--- config.mk ---
export PLATFORM = sky130hd
export DESIGN_NAME = status_pad_registers
export DESIGN_NICKNAME = d
export VERILOG_FILES = /design/src/design/status_pkg.sv /design/src/design/channel_flags.sv /design/src/design/status_pad_registers.sv
export SDC_FILE = /design/constraint.sdc
export NUM_CORES = 1
export LEC_CHECK = 0
export ABC_AREA = 0
export BUFFER_PORTS_ARGS = -buffer_cell sky130_fd_sc_hd__buf_2
export CAP_MARGIN = 20
export CORE_ASPECT_RATIO = 1.5
export CORE_MARGIN = 2
export CORE_UTILIZATION = 46
export DETAILED_ROUTE_END_ITERATION = 10
export PLACE_DENSITY = 0.79
export SYNTH_ARGS = -nofsm -noshare
export SYNTH_HDL_FRONTEND = slang
export SYNTH_SLANG_ARGS = --single-unit
--- constraint.sdc ---
create_clock -name clock -period 1.99 [get_ports clock]
set_input_delay 0.199 -clock clock [delete_from_list [all_inputs] [get_ports clock]]
set_output_delay 0.199 -clock clock [all_outputs]
set_load 0.05 [all_outputs]
--- src/design/status_pkg.sv ---
package status_pkg;
    // ****
    // command codes of the status registers
    // ****
    localparam logic [7:0] cmd_clear_faults   = 8'h03; // fault clear
    localparam logic [7:0] cmd_page           = 8'h00; // page select
    localparam logic [7:0] cmd_temperature    = 8'h7d; // temperature status
    localparam logic [7:0] cmd_cml            = 8'h7e; // comm/mem/logic
    localparam logic [7:0] cmd_vendor_flags   = 8'h80; // vendor flags
    localparam logic [7:0] cmd_pad_snapshot   = 8'he5; // pad snapshot word
    localparam logic [7:0] cmd_common_status  = 8'hef; // common status
    localparam logic [7:0] page_all           = 8'hff; // global page value
    // ****
    // field positions
    // ****
    localparam int temp_ot_fault_bit  = 7; // over-temp fault
    localparam int temp_ut_fault_bit  = 4; // under-temp fault
    localparam int cml_cmd_bit        = 7; // bad command
    localparam int cml_data_bit       = 6; // bad data
    localparam int cml_pec_bit        = 5; // pec fault
    localparam int cml_mem_bit        = 4; // memory fault
    localparam int cml_bus_bit        = 1; // other bus fault
    localparam int vf_discharge_bit   = 7; // discharge fault
    localparam int vf_fault1_bit      = 6; // fault line one
    localparam int vf_fault0_bit      = 5; // fault line zero
    localparam int vf_servo_bit       = 4; // servo target reached
    localparam int vf_dac_conn_bit    = 3; // dac connected
    localparam int vf_dac_sat_bit     = 2; // dac saturated
    localparam int vf_aux_bit         = 1; // aux fault released
    localparam int vf_watchdog_bit    = 0; // watchdog fault
    // alerting vendor flags (7,6,5,0)
    localparam logic [7:0] vf_alert_mask  = 8'he1;
    // sticky per-channel vendor flags (7,6,5,2)
    localparam logic [7:0] vf_sticky_mask = 8'he4;
    localparam logic [3:0] common_ones    = 4'hf; // bits 5:2 of common
    localparam logic [1:0] asel_high      = 2'h3; // pin high
    localparam logic [1:0] asel_float     = 2'h2; // pin floating
    localparam logic [1:0] asel_low       = 2'h0; // pin low
    localparam logic [1:0] pad_reserved   = 2'h0; // bits 11:10
    localparam int         num_channels   = 4; // channel count
    // address-select pin sense state
    typedef enum logic [1:0] {
        sense_low   = 2'b00,
        sense_float = 2'b01,
        sense_high  = 2'b10
    } asel_sense_t;
endpackage

--- src/design/channel_flags.sv ---
`timescale 1ns/10ps
`default_nettype none
// ****
// per-channel sticky temperature and vendor flags
// ****
module channel_flags
    import status_pkg::*;
(
    input  wire logic       clock,           // system clock
    input  wire logic       resetn,          // async reset, low
    input  wire logic       clear,           // fault clear for channel
    input  wire logic       turn_on,         // channel commanded on
    input  wire logic [3:0] temp_event,      // ot_f, ot_w, ut_w, ut_f
    input  wire logic       discharge_event, // discharge fault
    input  wire logic       fault1_event,    // fault line one response
    input  wire logic       fault0_event,    // fault line zero response
    input  wire logic       dac_sat_event,   // servo ended saturated
    output logic      [3:0] temp_flags,      // sticky temperature bits
    output logic      [7:0] vendor_sticky    // sticky vendor bits
);
    // state of one channel
    typedef struct packed {
        logic [3:0] temp; // temperature bits 7:4
        logic [7:0] vf;   // vendor sticky bits
    } chan_state_t;

    chan_state_t state;      // registered state
    chan_state_t next_state; // next state
    logic [7:0]  set_vf;     // vendor set pulses

    // ****
    // next state: set beats clear
    // ****
    always_comb begin
        set_vf = 8'h00;
        set_vf[vf_discharge_bit] = discharge_event;
        set_vf[vf_fault1_bit]    = fault1_event;
        set_vf[vf_fault0_bit]    = fault0_event;
        set_vf[vf_dac_sat_bit]   = dac_sat_event;
        next_state = state;
        // temperature flags clear only by fault clear
        if (clear) begin
            next_state.temp = 4'h0;
        end
        next_state.temp = next_state.temp | temp_event;
        // vendor sticky flags clear on fault clear or turn on
        if (clear || turn_on) begin
            next_state.vf = 8'h00;
        end
        next_state.vf = (next_state.vf | set_vf) & vf_sticky_mask;
    end

    // ****
    // state register
    // ****
    always_ff @(posedge clock or negedge resetn) begin
        if (!resetn) begin
            state <= '0;
        end else begin
            state <= next_state;
        end
    end

    assign temp_flags    = state.temp;
    assign vendor_sticky = state.vf;
endmodule
`default_nettype wire

--- src/design/status_pad_registers.sv ---
`timescale 1ns/10ps
`default_nettype none
module status_pad_registers
    import status_pkg::*;
#(
    parameter int channels = num_channels // channel count
)(
    input  wire logic        clock,           // 125 MHz clock
    input  wire logic        resetn,          // async reset, low
    input  wire logic        cmd_valid,       // command byte pulse
    input  wire logic  [7:0] cmd_code,        // command code
    input  wire logic        cmd_read,        // read transaction
    input  wire logic        write_valid,     // write data pulse
    input  wire logic  [7:0] write_data,      // write data byte
    output logic             cmd_ack,         // command accepted
    output logic             cmd_nack,        // command refused
    output logic      [15:0] read_data,       // registered read data
    output logic             read_valid,      // read data pulse
    input  wire logic        bad_data_event,  // illegal data
    input  wire logic        pec_extra_event, // extra non-pec byte
    input  wire logic        malformed_event, // malformed transaction
    input  wire logic        memory_fault,    // nonvolatile fault
    input  wire logic        engine_busy,     // memory or other op busy
    input  wire logic  [3:0] temp_event   [channels], // temp events
    input  wire logic  [channels-1:0] discharge_event, // discharge
    input  wire logic  [channels-1:0] fault1_event,    // line one
    input  wire logic  [channels-1:0] fault0_event,    // line zero
    input  wire logic  [channels-1:0] dac_sat_event,   // saturation
    input  wire logic  [channels-1:0] servo_reached,   // live servo
    input  wire logic  [channels-1:0] dac_connected,   // live dac
    input  wire logic  [channels-1:0] turn_on,         // commanded on
    input  wire logic        aux_released,    // aux fault released
    input  wire logic        watchdog_expired,// watchdog pulse
    input  wire logic        pwrgd_drive_low, // own power-good drive
    input  wire logic        fault_zero_drive,// own fault line 0 drive
    input  wire logic        fault_one_drive, // own fault line 1 drive
    input  wire logic        shared_fault_line_zero_n, // line 0 level
    input  wire logic        shared_fault_line_one_n,  // line 1 level
    input  wire status_pkg::asel_sense_t addr_select_pin_zero, // asel 0
    input  wire status_pkg::asel_sense_t addr_select_pin_one,  // asel 1
    input  wire logic        run_pin_zero,    // run pin 0
    input  wire logic        run_pin_one,     // run pin 1
    input  wire logic        run_pin_two,     // run pin 2
    input  wire logic        run_pin_three,   // run pin 3
    input  wire logic        alert_line_n,    // wired alert level
    input  wire logic        share_clk_low,   // clock-share held low
    input  wire logic        write_protect,   // write-protect level
    output logic             alert_drive_n,   // own alert drive, low
    output logic             busy_flag        // busy sticky to summary
);
    // ****
    // state
    // ****
    typedef struct packed {
        logic [7:0]  page;      // selected page
        logic [7:0]  cml;       // comm/mem/logic flags
        logic        watchdog;  // global sticky watchdog
        logic        busy;      // busy seen flag
        logic        page_wait; // page write pending
        logic [15:0] rdata;     // read data
        logic        rvalid;    // read pulse
        logic        ack;       // ack pulse
        logic        nack;      // nack pulse
    } reg_state_t;

    reg_state_t state;      // registered state
    reg_state_t next_state; // next state

    logic [channels-1:0] chan_clear;   // fault clear per channel
    logic [3:0]          temp_flags [channels]; // sticky temperature
    logic [7:0]          vf_sticky  [channels]; // sticky vendor bits
    logic                do_clear;     // fault clear taken
    logic                any_alert;    // any alerting flag set
    logic [7:0]          vf_read;      // vendor byte for page
    logic [7:0]          temp_read;    // temperature byte for page
    logic [15:0]         pad_word;     // pad snapshot
    logic [7:0]          common_byte;  // common status byte
    logic [1:0]          page_idx;     // page as index
    logic                page_ok;      // page selects a channel
    logic                known_cmd;    // command supported

    // ****
    // per-channel flags
    // ****
    genvar g;
    generate
        for (g = 0; g < channels; g++) begin : gen_chan
            channel_flags u_flags (
                .clock           (clock),
                .resetn          (resetn),
                .clear           (chan_clear[g]),
                .turn_on         (turn_on[g]),
                .temp_event      (temp_event[g]),
                .discharge_event (discharge_event[g]),
                .fault1_event    (fault1_event[g]),
                .fault0_event    (fault0_event[g]),
                .dac_sat_event   (dac_sat_event[g]),
                .temp_flags      (temp_flags[g]),
                .vendor_sticky   (vf_sticky[g])
            );
        end
    endgenerate

    // ****
    // decode and read muxes
    // ****
    always_comb begin
        page_idx  = state.page[1:0];
        page_ok   = (state.page < 8'(channels));
        known_cmd = (cmd_code == cmd_clear_faults) ||
                    (cmd_code == cmd_page) ||
                    (cmd_code == cmd_temperature) ||
                    (cmd_code == cmd_cml) ||
                    (cmd_code == cmd_vendor_flags) ||
                    (cmd_code == cmd_pad_snapshot) ||
                    (cmd_code == cmd_common_status);
        do_clear  = cmd_valid && !engine_busy && !cmd_read &&
                    (cmd_code == cmd_clear_faults);
        // clear one page or all pages
        for (int i = 0; i < channels; i++) begin
            chan_clear[i] = do_clear && ((state.page == page_all) ||
                            (state.page == 8'(i)));
        end
        // temperature byte, low nibble zero
        temp_read = page_ok ? {temp_flags[page_idx], 4'h0} : 8'h00;
        // vendor byte: paged 7:2, global 1:0
        vf_read = 8'h00;
        if (page_ok) begin
            vf_read = vf_sticky[page_idx];
            vf_read[vf_servo_bit]    = servo_reached[page_idx];
            vf_read[vf_dac_conn_bit] = dac_connected[page_idx];
        end
        vf_read[vf_aux_bit]      = aux_released;
        vf_read[vf_watchdog_bit] = state.watchdog;
        // alert from alerting flags of any channel
        any_alert = state.watchdog;
        for (int i = 0; i < channels; i++) begin
            any_alert = any_alert |
                        (|(vf_sticky[i] & vf_alert_mask));
        end
        // raw pad levels, no filtering
        pad_word = {!pwrgd_drive_low, alert_drive_n,
                    !fault_zero_drive, !fault_one_drive,
                    pad_reserved,
                    asel_code(addr_select_pin_one),
                    asel_code(addr_select_pin_zero),
                    run_pin_one, run_pin_zero,
                    shared_fault_line_zero_n,
                    shared_fault_line_one_n,
                    run_pin_two, run_pin_three};
        common_byte = {alert_line_n, !engine_busy, common_ones,
                       share_clk_low, write_protect};
    end

    // address-select pin to field code
    function automatic logic [1:0] asel_code(input asel_sense_t s);
        logic [1:0] c;
        c = asel_low;
        unique case (s)
            sense_high:  c = asel_high;
            sense_float: c = asel_float;
            sense_low:   c = asel_low;
            default:     c = asel_low; // unused code
        endcase
        return c;
    endfunction

    // ****
    // next state
    // ****
    always_comb begin
        next_state        = state;
        next_state.rvalid = 1'b0;
        next_state.ack    = 1'b0;
        next_state.nack   = 1'b0;
        // fault clear first, events after so set wins
        if (do_clear) begin
            next_state.cml      = 8'h00;
            next_state.watchdog = 1'b0;
            next_state.busy     = 1'b0;
        end
        if (cmd_valid) begin
            if (engine_busy && cmd_code != cmd_common_status) begin
                next_state.nack = 1'b1;
                next_state.busy = 1'b1;
            end else if (!known_cmd) begin
                next_state.nack = 1'b1;
                next_state.cml[cml_cmd_bit] = 1'b1;
            end else begin
                next_state.ack = 1'b1;
                if (cmd_read) begin
                    next_state.rvalid = 1'b1;
                    unique case (cmd_code)
                        cmd_temperature:   next_state.rdata = 16'(temp_read);
                        cmd_cml:           next_state.rdata = 16'(state.cml);
                        cmd_vendor_flags:  next_state.rdata = 16'(vf_read);
                        cmd_pad_snapshot:  next_state.rdata = pad_word;
                        cmd_common_status: next_state.rdata = 16'(common_byte);
                        cmd_page:          next_state.rdata = 16'(state.page);
                        default:           next_state.rdata = 16'h0000;
                    endcase
                end else if (cmd_code == cmd_page) begin
                    next_state.page_wait = 1'b1;
                end else if (cmd_code != cmd_clear_faults) begin
                    next_state.cml[cml_data_bit] = 1'b1;
                end
            end
        end
        // page write data; beyond range is bad data
        if (write_valid && state.page_wait) begin
            next_state.page_wait = 1'b0;
            if (write_data < 8'(channels) || write_data == page_all) begin
                next_state.page = write_data;
            end else begin
                next_state.cml[cml_data_bit] = 1'b1;
            end
        end
        if (bad_data_event)   next_state.cml[cml_data_bit] = 1'b1;
        if (pec_extra_event)  next_state.cml[cml_pec_bit]  = 1'b1;
        if (memory_fault)     next_state.cml[cml_mem_bit]  = 1'b1;
        if (malformed_event)  next_state.cml[cml_bus_bit]  = 1'b1;
        if (watchdog_expired) next_state.watchdog = 1'b1;
        next_state.cml[3:2] = 2'b00;
        next_state.cml[0]   = 1'b0;
    end

    // ****
    // state register
    // ****
    always_ff @(posedge clock or negedge resetn) begin
        if (!resetn) begin
            state <= '0;
        end else begin
            state <= next_state;
        end
    end

    // ****
    // outputs
    // ****
    assign cmd_ack       = state.ack;
    assign cmd_nack      = state.nack;
    assign read_data     = state.rdata;
    assign read_valid    = state.rvalid;
    assign alert_drive_n = !(any_alert || (|state.cml));
    assign busy_flag     = state.busy;
endmodule
`default_nettype wire

==> results.yml <==
power:
  power_mw: 2.83
  max-vdd-ir-drop_mv: 0.684
  p_per_area_nw_per_um2: 660
  p_leak_nw: 1.93
cts:
  cts.sink_count: 65
  h-tree-depth: 3
  tritoncts: "built"
  numCtsBuffers: 9
  clk_latency_ns: 0.35
  clockBufferDepth: 2
  root_buffer: "clkbuf_8"
  clk_pin_slew_ns: 0.07
job:
  maxCapViolations: 0
logic_synthesis:
  yosysTopAreaCell: "dfrtp_1"
  synthAdderAreaFrac_pct: 0.736
  synth_top_flop_cell: "dfrtp_1"
  synth_area_sq_um: 3400
  yosysWarnings: 0
  synth_top_area_share_pct: 47.8
  synthXorXnorAreaFrac_pct: 0.515
  ys_seq_area_share_pct: 47.8
  synth_cell_types: 57
  async_reset_ff_share_pct: 100
  synth-simple-area-share_pct: 14.1
  synth_top_family_by_area: "compound AO/OA/AOI/OAI gates"
  netlist_instances: 284
  synth_edf_count: 0
  syn_area_per_cell_sq_um: 12.0
  ys_ff_latch: 65
  synthTopCellsByArea: "dfrtp_1 48%, a21o_1 8.8%, mux4_2 6.6%, buf_4 3.8%, mux2_2 2.6%"
  synthMuxAreaShare_pct: 12.2
  synth-compound-area-share_pct: 18.3
finish:
  fin_cells: 497
  syn2layout_area_growth_pct: 25.9
  finalNetCount: 482
  multi_input_area_sq_um: 1620
  layout-drive-gt1-share_pct: 45.1
  fin_util_pct: 59.7
  ff_latch_area_sq_um: 1630
  nFillCells: 588
  diodes: 0
sta:
  rsz0062_at_grt: "true"
  fin_crit_ns: 1.96
  fmax_ghz: 0.510
  hold_violations: 0
  finClkSkew_ns: 0.00849
  tightest_slew_ns: 0.613
  slew_viol_final: 0
  fin_crit_sh_pct: 98.6
  setup_viol: 0
  maxSlewHeadroom_pct: 59.0
detailed_routing:
  first_iter_violations: 251
  vias_per_cell: 5.71
  finalWirelength_um: 8950
  wire_per_inst_um: 18.0
  dr.pass1.iters: 4
  drc: 0
  antenna_left: 0
  dr_total_vias: 2838
floorplanning:
  io_pins: 109
  fp-row-count: 38
  start_util_pct: 47.4
  core_area_sq_um: 7180
  die_y_um: 109
  die-area_sq_um: 8110
  die_w_um: 74.2
grt:
  antenna_found_initial: 0
  overflow: 0
  grt_pass1_wl_um: 14300
  grt.total_usage_pct: 24.2
  grt_max_degree: 24
  grt_pass1_vias: 2959
worst_setup_path:
  cp-end-kind: "output port"
  critical_path_arrival_ns: 1.76
  worstSetupPathType: "flop to output port"
  worstPathMaxFanout: 2
  cp-start-kind: "flop"
  cp_data_required_time_ns: 1.79
run_status:
  outcome: "finished clean"
place:
  dp.cells: 478
  portBuffers: 106
  dp_hpwl_um: 6980
  gp_congestion: 0.889
worst_hold_path:
  hold_path.class: "primary input to flop"
==> routing by layer <==
layer  GRT usage [%]  vias up  wire length (um)
met5               0        -                 0
met1            29.1     1396              3380
met2            40.6      136              4600
met3            4.22       21               613
met4            13.5        0               356
li1                -     1285                 -
==> stage by stage <==
stage	hold slack (ns)	area, sq um	TNS [ns]	worst slack [ns]
finish	0.0226	4280	0	0.0285
detailed placement	0.202	4010	0	0.0825
global placement	0.191	4010	0	0.140
global route	0.0173	4280	-0.00963	-0.00963
CTS	0.0187	4280	-0.00481	-0.00481
floorplan	-0.0966	3420	0	0.0165
==> logic make-up (layout without fill, tap and decap cells) <==
family / after synthesis / in the layout
mux: 25 / 25
other cells: 1 / 2
simple gates: 77 / 77
fa+ha+maj: 2 / 2
xor+xnor: 2 / 2
flops: 65 / 65
compound gates: 77 / 77
buf+inv: 35 / 147
==> power by group <==
group	switching [mW]	internal (mW)	total, mW
Clock	0.518	0.647	1.16
Combinational	0.159	0.127	0.286
Sequential	0.0262	1.35	1.38
Total	0.703	2.12	2.83
==> layout make-up <==
| cell class | count | share of cell area, % |
|---|---|---|
| sequential | 65 | 38.0 |
| multi-input combinational | 185 | 37.8 |
| timing repair buffer | 124 | 15.7 |
| clock buffer | 12 | 3.62 |
| tap | 100 | 2.92 |
| clock inverter | 4 | 1.20 |
| inverter | 7 | 0.730 |
==> final timing paths <==
path                                                              from                                             end  slack (ns)  depth (start not counted)
max                                              state[27]$_DFFE_PN0P_                                   alert_drive_n        0.03                          4
min                                                      temp_event[5]     gen_chan[2].u_flags.temp_flags[1]$_DFF_PN0_        0.02                          2
max in group asynchronous                                       resetn                         page_idx[0]$_DFFE_PN0P_        0.92                          3
max reg2reg                                    page_idx[1]$_DFFE_PN0P_  gen_chan[3].u_flags.vendor_sticky[5]$_DFF_PN0_        0.14                          6
min in group asynchronous                                       resetn                       read_data[14]$_DFFE_PN0P_        0.35                          2
min reg2reg                gen_chan[3].u_flags.temp_flags[2]$_DFF_PN0_     gen_chan[3].u_flags.temp_flags[2]$_DFF_PN0_        0.47                          1
==> what timing repair did <==
| action | CTS | global route |
|---|---|---|
| hold endpoints to repair | 21 | 0 |
| resized for setup | 8 | 1 |
| buffers inserted | 2 | 0 |
| hold buffers | 1 | 0 |
| pin swaps | 3 | 1 |
| setup endpoints to repair | 1 | 15 |
==> sequential cells by signal (all words and copies together), names as in the netlist <==
signal,flops
gen_chan.u_flags.temp_flags,16
gen_chan.u_flags.vendor_sticky,16
read_data,14
state,13
page_idx,2
busy_flag,1
cmd_ack,1
cmd_nack,1
read_valid,1
==> Yosys cell counts, types with 7 or more instances <==
| library cell | count |
|---|---|
| buf_4 | 17 |
| mux4_2 | 10 |
| a21o_1 | 40 |
| dfrtp_1 | 65 |
| mux2_2 | 8 |
| nor2_1 | 13 |
| a211oi_1 | 7 |
| nor2b_1 | 10 |
| nand4_1 | 7 |
| nor4_1 | 8 |
==> worst max-delay path, stage by stage (launching register included) <==
cell and delay, ns:
dfrtp_1 0.42, nor4_4 0.35, nand3_2 0.14, nor4_4 0.30, buf_6 0.21
==> layout by cell type, fill, tap and decap left out, types with 3 or more instances in the layout <==
master     count
mux2_4         6
a21o_1        40
or3b_2         3
nor2b_1       10
dfrtp_1       64
clkbuf_8      11
o2bb2ai_1      6
buf_2        105
and3_1         5
mux4_2        10
a221o_1        6
nor4_1         4
mux2_2         8
nand3_1        3
nand2_1        6
buf_4         17
inv_1          6
nor2_1        13
nand4_1        7
a211oi_1       7
nand4b_1       3
(Power assumes the default switching activity.)
